[src/shared/clk_default_map.svh]
// Constants for the output clock reset default decoder.
// Assumes inclusion by the design file only; the package holds the types.
`ifndef CLK_DEFAULT_MAP_SVH
`define CLK_DEFAULT_MAP_SVH
`define STRAP_001 3'h1
`define STRAP_010 3'h2
`define MAIN_MODE_E1 3'h2
`define MAIN_MODE_DS1 3'h4
`define MAIN_MODE_SONET 3'h1
`define AUX_MODE_E3 4'h6
`define AUX_MODE_DS3 4'h7
`define AUX_MODE_E1 4'h3
`define AUX_MODE_DS1 4'h5
`define FREQ_OFF 4'h0
`define FREQ_AUX_DIV4 4'hF
`define FREQ_AUX_DIV8 4'hE
`define FREQ_AUX_DIV16 4'hD
`define FREQ_MAIN_DIV2 4'h3
`define FREQ_MAIN_DIV16 4'h6
`define FREQ_MAIN_DIV12 4'h7
`define FREQ_MAIN_DIV8 4'h8
`define FREQ_MAIN_DIV6 4'h9
`define FREQ_MAIN_DIV4 4'hA
`define FLOAT_B 3'h4
`define FLOAT_A 3'h3
`endif

[src/shared/clk_default_pkg.sv]
// Types for the output clock reset default decoder.
// Assumes nothing beyond the map header.
package clk_default_pkg;
   typedef struct packed {
      logic [2:0] main_pll_freq_mode;
      logic [3:0] aux_pll_freq_mode;
      logic [3:0] out_a_freq_code;
      logic [3:0] out_b_freq_code;
   } freq_fields_t;
   typedef struct packed {
      logic main_pll;
      logic aux_pll;
      logic out_a;
      logic out_b;
   } field_wr_t;
endpackage : clk_default_pkg

[src/rtl/output_clock_reset_default_decoder.sv]
// Strap decoder and holder of the four frequency fields.
// Assumes straps are stable and synchronous through reset and one edge after it.
`timescale 1ns/1ns
`default_nettype none
`include "clk_default_map.svh"
module output_clock_reset_default_decoder
   import clk_default_pkg::*;
(
   input wire logic clk_i,
   input wire logic nrst_i,
   input wire logic [2:0] out_a_default_straps_i,
   input wire logic [2:0] out_b_default_straps_i,
   input wire logic rate_family_strap_i,
   input wire field_wr_t wr_en_i,
   input wire freq_fields_t wr_data_i,
   output freq_fields_t fields_o
);
   // Strap group compare shared by the main, aux and output A decodes below
   function automatic logic strap_is(input logic [2:0] pins, input logic [2:0] code);
      return pins == code;
   endfunction : strap_is

   // Aux PLL at divide 4 or 8 by rate family; either output may take it
   function automatic logic [3:0] aux_pair_code(input logic r);
      logic [3:0] code;
      code = `FREQ_AUX_DIV4;
      if (r) begin
         code = `FREQ_AUX_DIV8;
      end
      return code;
   endfunction : aux_pair_code

   // Main PLL leaves the SONET rate only when both straps are 001
   function automatic logic [2:0] main_mode_default(input logic [2:0] a, input logic [2:0] b,
                                                    input logic r);
      logic [2:0] mode;
      mode = `MAIN_MODE_SONET;
      if (strap_is(a, `STRAP_001) && strap_is(b, `STRAP_001)) begin
         if (r) begin
            mode = `MAIN_MODE_DS1;
         end else begin
            mode = `MAIN_MODE_E1;
         end
      end
      return mode;
   endfunction : main_mode_default

   // Aux PLL runs E3 or DS3 when B straps 001 or A straps 010; A's aux divide 16 at 001 keeps E1 or DS1
   function automatic logic [3:0] aux_mode_default(input logic [2:0] a, input logic [2:0] b,
                                                   input logic r);
      logic [3:0] mode;
      mode = `AUX_MODE_E1;
      if (strap_is(b, `STRAP_001) || strap_is(a, `STRAP_010)) begin
         if (r) begin
            mode = `AUX_MODE_DS3;
         end else begin
            mode = `AUX_MODE_E3;
         end
      end else begin
         if (r) begin
            mode = `AUX_MODE_DS1;
         end else begin
            mode = `AUX_MODE_E1;
         end
      end
      return mode;
   endfunction : aux_mode_default

   // Output B: 001 borrows the aux PLL, every other enabled code the main PLL
   function automatic logic [3:0] out_b_default(input logic [2:0] b, input logic r);
      logic [3:0] code;
      code = `FREQ_OFF;
      case (b)
         3'h0: begin
            code = `FREQ_OFF;
         end
         3'h1: begin
            code = aux_pair_code(r);
         end
         3'h2: begin
            code = `FREQ_MAIN_DIV16;
         end
         3'h3: begin
            code = `FREQ_MAIN_DIV12;
         end
         3'h4: begin
            code = `FREQ_MAIN_DIV8;
         end
         3'h5: begin
            code = `FREQ_MAIN_DIV6;
         end
         3'h6: begin
            code = `FREQ_MAIN_DIV4;
         end
         default: begin
            code = `FREQ_MAIN_DIV2;
         end
      endcase
      return code;
   endfunction : out_b_default

   // Output A: 001 gives way to output B when B already holds the aux PLL
   function automatic logic [3:0] out_a_default(input logic [2:0] a, input logic [2:0] b,
                                                input logic r);
      logic [3:0] code;
      code = `FREQ_OFF;
      case (a)
         3'h0: begin
            code = `FREQ_OFF;
         end
         3'h1: begin
            if (strap_is(b, `STRAP_001)) begin
               code = `FREQ_MAIN_DIV12;
            end else begin
               code = `FREQ_AUX_DIV16;
            end
         end
         3'h2: begin
            code = aux_pair_code(r);
         end
         3'h3: begin
            code = `FREQ_MAIN_DIV16;
         end
         3'h4: begin
            code = `FREQ_MAIN_DIV12;
         end
         3'h5: begin
            code = `FREQ_MAIN_DIV8;
         end
         3'h6: begin
            code = `FREQ_MAIN_DIV6;
         end
         default: begin
            code = `FREQ_MAIN_DIV4;
         end
      endcase
      return code;
   endfunction : out_a_default

   // Async reset loads constants only, so the straps are decoded on the
   // first clock edge after release; a write on that edge is lost
   logic decode_pend_q;
   logic decode_pend_d;
   logic [2:0] main_mode_q;
   logic [2:0] main_mode_d;
   logic [3:0] aux_mode_q;
   logic [3:0] aux_mode_d;
   logic [3:0] out_a_code_q;
   logic [3:0] out_a_code_d;
   logic [3:0] out_b_code_q;
   logic [3:0] out_b_code_d;

   // One-shot decode flag
   always_comb begin
      decode_pend_d = 1'b0;
   end

   always_ff @(posedge clk_i or negedge nrst_i) begin
      if (!nrst_i) begin
         decode_pend_q <= 1'b1;
      end else begin
         decode_pend_q <= decode_pend_d;
      end
   end

   // Main PLL mode
   always_comb begin
      main_mode_d = main_mode_q;
      if (decode_pend_q) begin
         main_mode_d = main_mode_default(out_a_default_straps_i, out_b_default_straps_i,
                                         rate_family_strap_i);
      end else if (wr_en_i.main_pll) begin
         // Straps unread past the decode edge; pins are free for other use
         main_mode_d = wr_data_i.main_pll_freq_mode;
      end
   end

   always_ff @(posedge clk_i or negedge nrst_i) begin
      if (!nrst_i) begin
         main_mode_q <= `MAIN_MODE_SONET;
      end else begin
         main_mode_q <= main_mode_d;
      end
   end

   // Aux PLL mode
   always_comb begin
      aux_mode_d = aux_mode_q;
      if (decode_pend_q) begin
         aux_mode_d = aux_mode_default(out_a_default_straps_i, out_b_default_straps_i,
                                       rate_family_strap_i);
      end else if (wr_en_i.aux_pll) begin
         aux_mode_d = wr_data_i.aux_pll_freq_mode;
      end
   end

   always_ff @(posedge clk_i or negedge nrst_i) begin
      if (!nrst_i) begin
         aux_mode_q <= `AUX_MODE_E1;
      end else begin
         aux_mode_q <= aux_mode_d;
      end
   end

   // Output A code
   always_comb begin
      out_a_code_d = out_a_code_q;
      if (decode_pend_q) begin
         out_a_code_d = out_a_default(out_a_default_straps_i, out_b_default_straps_i,
                                      rate_family_strap_i);
      end else if (wr_en_i.out_a) begin
         out_a_code_d = wr_data_i.out_a_freq_code;
      end
   end

   always_ff @(posedge clk_i or negedge nrst_i) begin
      if (!nrst_i) begin
         out_a_code_q <= `FREQ_MAIN_DIV16;
      end else begin
         out_a_code_q <= out_a_code_d;
      end
   end

   // Output B code
   always_comb begin
      out_b_code_d = out_b_code_q;
      if (decode_pend_q) begin
         out_b_code_d = out_b_default(out_b_default_straps_i, rate_family_strap_i);
      end else if (wr_en_i.out_b) begin
         out_b_code_d = wr_data_i.out_b_freq_code;
      end
   end

   always_ff @(posedge clk_i or negedge nrst_i) begin
      if (!nrst_i) begin
         out_b_code_q <= `FREQ_MAIN_DIV8;
      end else begin
         out_b_code_q <= out_b_code_d;
      end
   end

   // Fields go out straight from their flops, no logic in between
   assign fields_o = {main_mode_q, aux_mode_q, out_a_code_q, out_b_code_q};
endmodule : output_clock_reset_default_decoder
`default_nettype wire

[config.mk]
export PLATFORM = sky130hd
export DESIGN_NAME = output_clock_reset_default_decoder
export DESIGN_NICKNAME = d
export VERILOG_FILES = /design/src/shared/clk_default_pkg.sv /design/src/rtl/output_clock_reset_default_decoder.sv
export VERILOG_INCLUDE_DIRS = /design/src /design/src/shared
export SDC_FILE = /design/constraint.sdc
export NUM_CORES = 1
export LEC_CHECK = 0
export BUFFER_PORTS_ARGS = -buffer_cell sky130_fd_sc_hd__buf_2
export CAP_MARGIN = 40
export CORE_MARGIN = 5
export CORE_UTILIZATION = 40
export CTS_BUF_LIST = sky130_fd_sc_hd__clkbuf_2
export DETAILED_ROUTE_END_ITERATION = 7
export PLACE_DENSITY_LB_ADDON = 0.12
export SLEW_MARGIN = 20
export SYNTH_ARGS = -nofsm -noshare
export SYNTH_HDL_FRONTEND = slang
export SYNTH_SLANG_ARGS = --single-unit
[constraint.sdc]
create_clock -name clk_i -period 2.04 [get_ports clk_i]
set_input_delay 0.204 -clock clk_i [delete_from_list [all_inputs] [get_ports clk_i]]
set_output_delay 0.204 -clock clk_i [all_outputs]
set_load 0.02 [all_outputs]
* After elaboration in Yosys (flattened, before gate mapping)
Index checks and enable logic that the tools add are counted.
Widths: inputs -> output; s select.
** Cells by class
- Add/sub/neg operators :: 0
- Multipliers :: 0
- Div/mod/pow operators :: 0
- Order comparisons :: 0
- Equal/unequal tests :: 12
- Shifts and indexed selects :: 0
- Muxes and demuxes :: 17
- Bitwise operators :: 0
- Reduce and logical (&&, ||, !) cells :: 8
** Operator list (count)
- $pmux 4 s7 :: 2
- $mux 4 :: 8
- $eq 3x3->1 const B :: 6
- $mux 3 :: 5
- $eq 3x2->1 const B :: 4
- $reduce_bool 2->1 :: 4
- $eq 3x1->1 const B :: 2
- $logic_not 3->1 :: 2
- $mux 1 :: 2
- $logic_and 1x1->1 :: 1
- $logic_or 1x1->1 :: 1
** Storage, ports and cells
- Register bits :: 16
- Bits in latches :: 0
- Memory bits (writable) :: 0
- ROM bits :: 0
- Input bits :: 28
- Output and inout port bits :: 15
- Word-level logic and storage cells :: 42
- Memories kept :: 0

* Logic depth before layout (Yosys ltp)
Gate-level depths: netlist of run 1.
- Word-level depth :: 4
- Depth in mapped cells :: 4
- Depth with buffers taken out :: 3

* Worst setup path before layout of run 1
No wires, ideal clock.
- Kind :: reg-to-reg
- Start :: reg decode_pend_q
- End :: reg out_b_code_q[0]
- Setup time :: 0.083 ns
- Arrival time :: 1.013 ns
- Data required time :: 1.957 ns
- Path slack :: 0.944 ns
- Cell stages (with the launch flop) :: 5
- Path buffers :: 2
- Clock period less this slack :: 1.096 ns
- Cell sequence :: dfstp_2 > buf_2 > buf_2 > o311ai_0 > o21ai_0
** Between the ends
- Cells in the longest elaborated chain, start to end :: 1
- Elaborated cells on any way between the ends :: 2
- Those cells by class :: mux: 1; reduce/logical: 1
** Ends and longest elaborated chain
- from (decl) :: line output_clock_reset_default_decoder.sv:142 : logic decode_pend_q;
- from (signal assigned) :: line output_clock_reset_default_decoder.sv:162 : decode_pend_q <= decode_pend_d;
- $mux 4 or $reduce_bool 2->1 (tied branches)
- to (signal assigned) :: line output_clock_reset_default_decoder.sv:236 : out_b_code_q <= `FREQ_MAIN_DIV8;
- to (signal assigned) :: line output_clock_reset_default_decoder.sv:238 : out_b_code_q <= out_b_code_d;
- to (decl) :: line output_clock_reset_default_decoder.sv:150 : logic [3:0] out_b_code_q;
Parallel ways exist; a longest one is shown, timed or not.
A chain may end at the register's enable or synchronous reset.

* Worst setup path in the final report of run 1
- Start :: reg decode_pend_q
- End :: reg out_a_code_q[0]
** Between the ends
- Cells in the longest elaborated chain, start to end :: 1
- Elaborated cells on any way between the ends :: 2
- Those cells by class :: mux: 1; reduce/logical: 1
** Ends and longest elaborated chain
- $mux 4 or $reduce_bool 2->1 (tied branches)
- to (signal assigned) :: line output_clock_reset_default_decoder.sv:218 : out_a_code_q <= `FREQ_MAIN_DIV16;
- to (signal assigned) :: line output_clock_reset_default_decoder.sv:220 : out_a_code_q <= out_a_code_d;
- to (decl) :: line output_clock_reset_default_decoder.sv:148 : logic [3:0] out_a_code_q;
Parallel ways exist; a longest one is shown, timed or not.

==> results.toml, run 1 <==
[clock_tree]
insertion_delay_ns = 0.28
clock_tree_from_tritoncts = "built"
cts_sinks = 16
cts-resized-gates = 0
clk_transition_reported_paths_ns = 0.14
numCtsBuffers = 3
htree_levels = 1
cts.path.max_buffers = 2
clk_root_buffer_cell = "clkbuf_2"
cts_setup_buffers = 0

[placement]
port_buffers = 42
placedInstanceArea_um2 = 1090
routability_driven_placement_congestion_ratio = 0.800
post-dp-hpwl_um = 1480

[route]
detailedRoute.firstPassIterationCount = 4
routed_wire_length_per_instance_um = 12.3
route.detailed.vias_per_inst = 4.86
drt_iter0_drc = 9
post-route-drc-count = 0
drt.antenna.violating_nets = 0
vias = 753
wirelength_um = 1910

[finish]
n_fill_cell = 216
leading_cell_types_in_the_layout_fill_and_taps_excluded = "42 x buf_2, 10 x nor2b_1, 9 x mux2i_1, 9 x dfrtp_1"
final_design_area_no_fill_um2 = 1120
area_growth_pct = 29.0
antenna_cells_inserted = 0
drive_above_1_share_pct = 42.2
final_net_count = 157
layout.cells.most_common = "buf_2"

[synthesis]
synth_area_leaders = "dfrtp_1 26%, dfstp_2 21%, mux2i_1 10%"
synth_edf_count = 0
syn_inst = 85
synth_sequential_area_ratio_pct = 47.0
netlist-cell-type-count = 26
ys_dominant_reg_cell = "dfrtp_1"
yosysTopAreaCellShare_pct = 25.9
ys_seq_elements = 16
net_count_after_synthesis = 113
async_reset_ff_share_pct = 100
yosysTopAreaCell = "dfrtp_1"
syn_area_per_cell_um2 = 10.2
synth_warnings = 0
syn_area_um2 = 871

[sta]
hold_viol = 0
period_needed_ns = 1.27
rsz0062_at_grt = "no"
slew_violations = 0
setup_viol_count_final = 0
period_share_pct = 62.3
final.setup.tns_ns = 0
fin_skew_ns = 0.000860
max_clock_freq_mhz = 787

[job]
cap_viol_max_count = 0

[global_routing]
pin_count_of_the_biggest_net_entering_global_routing = 27
grt_overflow_total = 0
antenna_found_initial = 0
first_pass_grt_wire_length_um = 3330
vias_in_the_first_global_route = 787
grt_util_all_layers_pct = 12.9

[critical_path]
end_kind = "flop"
timing.setup.critical_path_class = "flop to flop"
critical_path_required_ns = 2.22
crit_path_max_fanout = 26
crit_arrival_ns = 1.45
start_kind = "flop"

[floorplanning]
die_w_um = 56.7
placement_rows = 16
start_util_pct = 43.1
die_height_um = 56.7
die_area_um2 = 3210
top_level_ports = 43
core_area_um2 = 2020

[power]
peakVddDrop_mv = 0.451
power.density_nw_per_um2 = 616
power_leakage_nw = 0.544

[worst_hold_path]
min_path_type = "primary input to flop"

[outcome]
run_status = "completed"
state kept, by name (all words and copies together) (netlist names):
register,count
aux_mode_q,4
decode_pend_q,1
main_mode_q,3
out_a_code_q,4
out_b_code_q,4
where the power goes:
group | switching, mW | total [mW] | internal, mW
Clock | 0.0928 | 0.135 | 0.0426
Combinational | 0.103 | 0.183 | 0.0799
Sequential | 0.0188 | 0.374 | 0.355
final timing paths:
kind	slack, ns	depth (start not counted)	to	from
max	0.77	3	out_a_code_q[0]	decode_pend_q
min	0.13	2	aux_mode_q[1]	rate_family_strap_i
max reg2reg	0.77	3	out_a_code_q[0]	decode_pend_q
min reg2reg	0.55	2	aux_mode_q[3]	aux_mode_q[3]
max in group asynchronous	1.41	2	out_a_code_q[1]	nrst_i
min in group asynchronous	0.33	2	out_a_code_q[3]	nrst_i
what timing repair did:
| item | in CTS | in global routing |
|---|---|---|
| hold buffers | 1 | 0 |
| endpoints found under the hold margin | 9 | 0 |
| endpoints found under the setup margin | 0 | 0 |
Yosys cell counts (2+ instances only):
cell,count
a21oi_1,5
o21ai_0,2
a31oi_1,4
nor2b_1,10
buf_2,4
o22ai_1,2
dfstp_2,7
nand2_1,5
dfrtp_1,9
nor2_1,5
a211oi_1,7
mux2i_1,9
inv_1,3
critical path, cell delays in order, from the launching register on:
cell and delay [ns]:
dfstp_2 0.82, inv_1 0.15, nor2_1 0.12, a22oi_1 0.07
area by class of cell:
class,instances,area [um2],share of cell area (%)
Clock buffer,3,15.0,1.34
Clock inverter,1,3.75,0.334
Inverter,3,11.3,1.00
Multi-Input combinational cell,62,430,38.3
Sequential cell,16,409,36.4
Tap cell,27,33.8,3.01
Timing Repair Buffer,43,220,19.6
per-layer routing:
metal | vias to the layer above | wire (um) | global-route usage [%]
li1 | 395 | - | -
met3 | 2 | 203 | 7.11
met5 | - | 0 | 0
met4 | 0 | 7 | 2.03
met1 | 330 | 854 | 16.3
met2 | 26 | 842 | 19.6
stage by stage:
stage	utilization, %	power, mW	hold WS [ns]	worst slack, ns	cells
after floorplan	-	0.482	-0.0916	0.944	85
after global placement	54.1	0.561	0.141	0.784	150
after detailed placement	54.1	0.563	0.133	0.772	150
after CTS	55.6	0.704	0.127	0.753	155
after global routing	55.6	0.736	0.126	0.663	155
final	55.6	0.692	0.133	0.770	155
cell families after synthesis:
group / after synthesis / synth area share (%)
xor gates and xnor gates: 2 / 2.01
other: 1 / 0.431
DFF: 16 / 47.0
buffers and inverters: 7 / 3.59
AOI/OAI and AO/OA: 26 / 20.0
muxes: 9 / 10.3
and+or+nand+nor: 24 / 16.7
Power figures use the tool's default switching activity.
==> run 2, diff against run 1 <==
==> constraint.sdc (replaced) <==
create_clock -name clk_i -period 1.33 [get_ports clk_i]
set_input_delay 0.133 -clock clk_i [delete_from_list [all_inputs] [get_ports clk_i]]
set_output_delay 0.133 -clock clk_i [all_outputs]
set_load 0.02 [all_outputs]
==> run 2 against run 1 <==
Effect of this change: critical path depth did not move; via count rose by 1.9%; highest routed layer is now met3; fmax rose by 4.4%; critical endpoint is now main_mode_q[0]; non-clock buffer count rose by 1.
==> results.toml, run 2 (synthesis gave the netlist of run 1 again) <==
[finish]
drive_above_1_share_pct = 42.6
leading_cell_types_in_the_layout_fill_and_taps_excluded = "42 x buf_2, 10 x nor2b_1, 9 x mux2i_1, 9 x dfrtp_1"
layout.cells.most_common = "buf_2"
antenna_cells_inserted = 0
area_growth_pct = 29.9
top_regs = "aux_mode_q (4), out_a_code_q (4), out_b_code_q (4)"
n_fill_cell = 192
final_net_count = 158

[sta]
rsz0062_at_grt = "no"
setup_viol_count_final = 0
fin_skew_ns = 0.0150
max_clock_freq_mhz = 822
period_share_pct = 91.4
hold_viol = 0
final.setup.tns_ns = 0
period_needed_ns = 1.22
slew_violations = 0

[power]
power.density_nw_per_um2 = 946
fin_total_pwr_mw = 1.07
power_leakage_nw = 0.549
peakVddDrop_mv = 0.560

[route]
drt_iter0_drc = 7
drt.antenna.violating_nets = 0
wirelength_um = 1950
post-route-drc-count = 0
route.detailed.vias_per_inst = 4.92
detailedRoute.firstPassIterationCount = 3
vias = 767
routed_wire_length_per_instance_um = 12.5

[floorplanning]
placement_rows = 16
die_area_um2 = 3210
die_w_um = 56.7
top_level_ports = 43
die_height_um = 56.7
start_util_pct = 43.1
core_area_um2 = 2020

[clock_tree]
htree_levels = 1
numCtsBuffers = 3
cts_sinks = 16
cts.path.max_buffers = 2
clk_transition_reported_paths_ns = 0.16
cts_setup_buffers = 0
cts-resized-gates = 0
insertion_delay_ns = 0.28
clk_root_buffer_cell = "clkbuf_2"
clock_tree_from_tritoncts = "built"
count_of_hold_fix_buffers_inserted_at_cts = 1

[global_routing]
met1_grt_util_pct = 17.8
pin_count_of_the_biggest_net_entering_global_routing = 20
grt_util_all_layers_pct = 13.0
antenna_found_initial = 0
vias_in_the_first_global_route = 800
global_route.peak_usage_layer = "met2"
grt_use_met3_pct = 3.90
first_pass_grt_wire_length_um = 3390
grt.met2_usage_pct = 19.6
grt_overflow_total = 0

[critical_path]
crit_path_max_fanout = 19
worst-r2r-cell-count = 3
crit_arrival_ns = 1.44
r2r_end = "main_mode_q[0]"
worstReg2RegStart = "decode_pend_q"
r2r_setup_slack_ns = 0.11
start_kind = "flop"
critical_path_required_ns = 1.55
timing.setup.critical_path_class = "flop to flop"
end_kind = "flop"

[placement]
port_buffers = 42
routability_driven_placement_congestion_ratio = 0.797
post-dp-hpwl_um = 1540

[worst_hold_path]
start_point_of_the_worst_min_delay_path = "rate_family_strap_i"
hold_depth = 2
timing.hold.worst_endpoint = "aux_mode_q[1]"
min_path_type = "primary input to flop"

[outcome]
run_status = "completed"

[job]
cap_viol_max_count = 0
==> run 2: stage by stage <==
step | std cells | util, % | setup WS (ns) | area (um2) | hold slack (ns)
6_report | 156 | 55.9 | 0.114 | 1130 | 0.0425
5_1_grt | 156 | 55.9 | 0.00112 | 1130 | 0.0199
3_5_place_dp | 151 | 54.5 | 0.109 | 1100 | 0.0700
2_1_floorplan | 85 | - | 0.234 | 871 | -0.163
4_1_cts | 156 | 55.9 | 0.0857 | 1130 | 0.0352
3_3_place_gp | 151 | 54.5 | 0.167 | 1100 | 0.0639
==> run 2: final cells by class <==
type,count,area (um2),share of cell area (%)
sequential,16,409,36.2
timing repair buffer,44,228,20.1
clock buffer,3,15.0,1.33
clock inverter,1,3.75,0.332
multi-input combinational,62,430,38.1
tap,27,33.8,2.99
inverter,3,11.3,0.996
==> run 2: how the worst max path moves through the flow <==
stage                   from               to  slack, ns  cells past startpoint
2_1_floorplan  decode_pend_q  out_b_code_q[0]       0.23                      4
3_3_place_gp   decode_pend_q  out_a_code_q[1]       0.17                      3
3_5_place_dp   decode_pend_q   main_mode_q[0]       0.11                      3
4_1_cts        decode_pend_q   main_mode_q[0]       0.09                      3
5_1_grt        decode_pend_q  out_a_code_q[1]      0.001                      3
6_report       decode_pend_q   main_mode_q[0]       0.11                      3
==> run 2: critical path: stages, from the launching register on <==
cell and delay, ns:
dfstp_2 0.74, buf_4 0.22, a211oi_1 0.05, a31oi_1 0.16
==> run 2: per-layer routing <==
| layer | wire length [um] | vias to the layer above |
|---|---|---|
| met5 | 0 | - |
| met4 | 0 | 0 |
| met3 | 140 | 0 |
| met2 | 886 | 24 |
| met1 | 922 | 346 |
| li1 | - | 397 |
==> run 2: power by group <==
part / total [mW] / internal [mW] / switching [mW] / leakage [nW]
combinational: 0.286 / 0.125 / 0.161 / 0.353
clock: 0.213 / 0.0654 / 0.147 / 0.0140
sequential: 0.571 / 0.545 / 0.0262 / 0.182
total: 1.07 / 0.735 / 0.335 / 0.549
==> run 3, diff against run 2 <==
--- a/config.mk
+++ b/config.mk
@@ -6,8 +6,9 @@
 export SDC_FILE = /design/constraint.sdc
 export NUM_CORES = 1
 export LEC_CHECK = 0
+export ABC_CLOCK_PERIOD_IN_PS = 1030
 export BUFFER_PORTS_ARGS = -buffer_cell sky130_fd_sc_hd__buf_2
-export CAP_MARGIN = 40
+export CAP_MARGIN = 15
 export CORE_MARGIN = 5
 export CORE_UTILIZATION = 40
 export CTS_BUF_LIST = sky130_fd_sc_hd__clkbuf_2
==> constraint.sdc (replaced) <==
create_clock -name clk_i -period 1.03 [get_ports clk_i]
set_input_delay 0.103 -clock clk_i [delete_from_list [all_inputs] [get_ports clk_i]]
set_output_delay 0.103 -clock clk_i [all_outputs]
set_load 0.02 [all_outputs]
==> run 3 against run 2 <==
Effect of this change: the run now ends with negative setup slack left; global-route usage rose by 0.82 points; sequential cell count did not move; count of clock-buffer cells in the layout rose by 1; final cell count rose by 4.5%; wire length rose by 15%; die area did not move; critical path depth did not move; combinational power rose by 65%; largest cell class unchanged; largest power group unchanged.
==> results.toml, run 3 (synthesis gave the netlist of run 1 again) <==
[outcome]
run_status = "complete, but fails checks"
violations = "negative setup slack"

[sta]
setup_viol_count_final = 17
slew_violations = 0
final_critical_path_setup_slack_ns = -0.0763
fin_skew_ns = 0.00103
period_needed_ns = 1.11
max_clock_freq_mhz = 904
rsz0062_at_grt = "yes"
hold_viol = 0
period_share_pct = 107

[critical_path]
timing.setup.critical_path_class = "flop to flop"
critical_path_required_ns = 1.22
start_kind = "flop"
critical-path-slowest-cell = "dfstp_2"
end_kind = "flop"
crit_chain = "buf_6 -> nand2_1 -> and3_1"
crit_arrival_ns = 1.29
critical_path.max_stage_delay_ns = 0.65
crit_path_max_fanout = 6

[power]
cell_internal_pwr_mw = 1.03
peakVddDrop_mv = 0.711
power.clock.fraction_pct = 19.5
p_comb_share_pct = 31.4
power_switching_mw = 0.470
seq_power_share_pct = 49.2
p_sw_share_pct = 31.3
power.density_nw_per_um2 = 1150
power_leakage_nw = 0.625

[finish]
multi_input_comb_area_um2 = 492
final_design_area_no_fill_um2 = 1310
layoutNonFillerInstCount = 163
layout.cells.most_common = "buf_2"
top_regs = "aux_mode_q (4), out_a_code_q (4), out_b_code_q (4)"
n_fill_cell = 174
seqCellArea_um2 = 409
antenna_cells_inserted = 0
final_net_count = 165
area_growth_pct = 50.0
leading_cell_types_in_the_layout_fill_and_taps_excluded = "36 x buf_2, 12 x buf_6, 10 x nor2b_1"
drive_above_1_share_pct = 55.1

[route]
drt_iter0_drc = 10
drt.antenna.violating_nets = 0
route.detailed.vias_per_inst = 5.08
wirelength_um = 2240
detailedRoute.firstPassIterationCount = 4
vias = 828
routed_wire_length_per_instance_um = 13.7
post-route-drc-count = 0

[global_routing]
first_pass_grt_wire_length_um = 3630
grt_overflow_total = 0
pin_count_of_the_biggest_net_entering_global_routing = 17
vias_in_the_first_global_route = 858
antenna_found_initial = 0
grt_util_all_layers_pct = 13.9

[clock_tree]
insertion_delay_ns = 0.28
cts.path.max_buffers = 2
clock_tree_from_tritoncts = "built"
htree_levels = 1
cts_sinks = 16
clk_root_buffer_cell = "clkbuf_2"
clk_transition_reported_paths_ns = 0.15
numCtsBuffers = 3

[placement]
dpl.cell_count = 153
preCtsSetupSlack_ns = -0.0284
routability_driven_placement_congestion_ratio = 0.821
placedInstanceArea_um2 = 1120
post-dp-hpwl_um = 1550
port_buffers = 42

[floorplanning]
die_w_um = 56.7
placement_rows = 16
core_area_um2 = 2020
start_util_pct = 43.1
top_level_ports = 43
die_area_um2 = 3210
die_height_um = 56.7

[worst_hold_path]
min_path_type = "primary input to flop"

[job]
cap_viol_max_count = 0
-- run 3: changes by cell type in the layout (fill, tap and decap cells not counted), sizes merged --
cell and change:
clkbuf +1, clkinv -1, buf +7
-- run 3: metal layers --
layer | vias up | track usage (%) | part of all wire (%) | wire [um]
li1 | 408 | - | - | -
met1 | 390 | 17.4 | 44 | 983
met2 | 26 | 21.8 | 49 | 1090
met3 | 4 | 3.67 | 6.2 | 139
met4 | 0 | 6.78 | 1.3 | 29
met5 | - | 0 | 0 | 0
-- run 3: final cells by class --
type | instances | area share [%]
Tap cell | 27 | 2.59
Inverter | 3 | 0.862
Clock buffer | 4 | 1.53
Sequential cell | 16 | 31.3
Timing Repair Buffer | 51 | 26.1
Multi-Input combinational cell | 62 | 37.6
-- run 3: power groups by stage --
stage | Sequential (mW) | Clock, mW | Combinational, mW
after floorplan | 0.811 | 0 | 0.147
after global placement | 0.740 | 0 | 0.379
after detailed placement | 0.741 | 0 | 0.381
after CTS | 0.738 | 0.309 | 0.440
after global routing | 0.748 | 0.334 | 0.508
final | 0.738 | 0.293 | 0.471
-- run 3: worst paths after layout --
path                                startpoint  slack (ns)  cells past startpoint         endpoint
max in group asynchronous               nrst_i        0.49                      2    decode_pend_q
hold / removal             rate_family_strap_i        0.06                      2    aux_mode_q[1]
setup reg to reg                 decode_pend_q       -0.08                      3  out_a_code_q[3]
setup / recovery                 decode_pend_q       -0.08                      3  out_a_code_q[3]
min in group asynchronous               nrst_i        0.24                      2  out_a_code_q[0]
hold reg to reg                  aux_mode_q[3]        0.57                      2    aux_mode_q[3]
-- run 3: repair_timing --
item / 4_1_cts / 5_1_grt
hold buffers: 1 / 0
endpoints found under the hold margin: 16 / 0
pin swaps: 1 / 4
setup buffers: 3 / 2
gates resized for setup: 23 / 12
endpoints found under the setup margin: 12 / 21
-- run 3: critical path, delay by kind of cell (launching register included) --
kind,cells,cell delay [ns]
flip-flops,1,0.65
AND/OR/NAND/NOR,2,0.21
buffers and inverters,1,0.15
-- run 3: metrics by stage --
| stage | power, mW | hold slack (ns) | setup TNS [ns] | util, % |
|---|---|---|---|---|
| CTS | 1.49 | 0.000991 | -0.429 | 61.4 |
| global route | 1.59 | 0.0280 | -1.44 | 64.6 |
| finish | 1.50 | 0.0620 | -0.488 | 64.6 |
| global placement | 1.12 | 0.0327 | 0 | 55.3 |
| floorplan | 0.958 | -0.193 | -0.0174 | - |
| detailed placement | 1.12 | 0.0335 | -0.0284 | 55.3 |
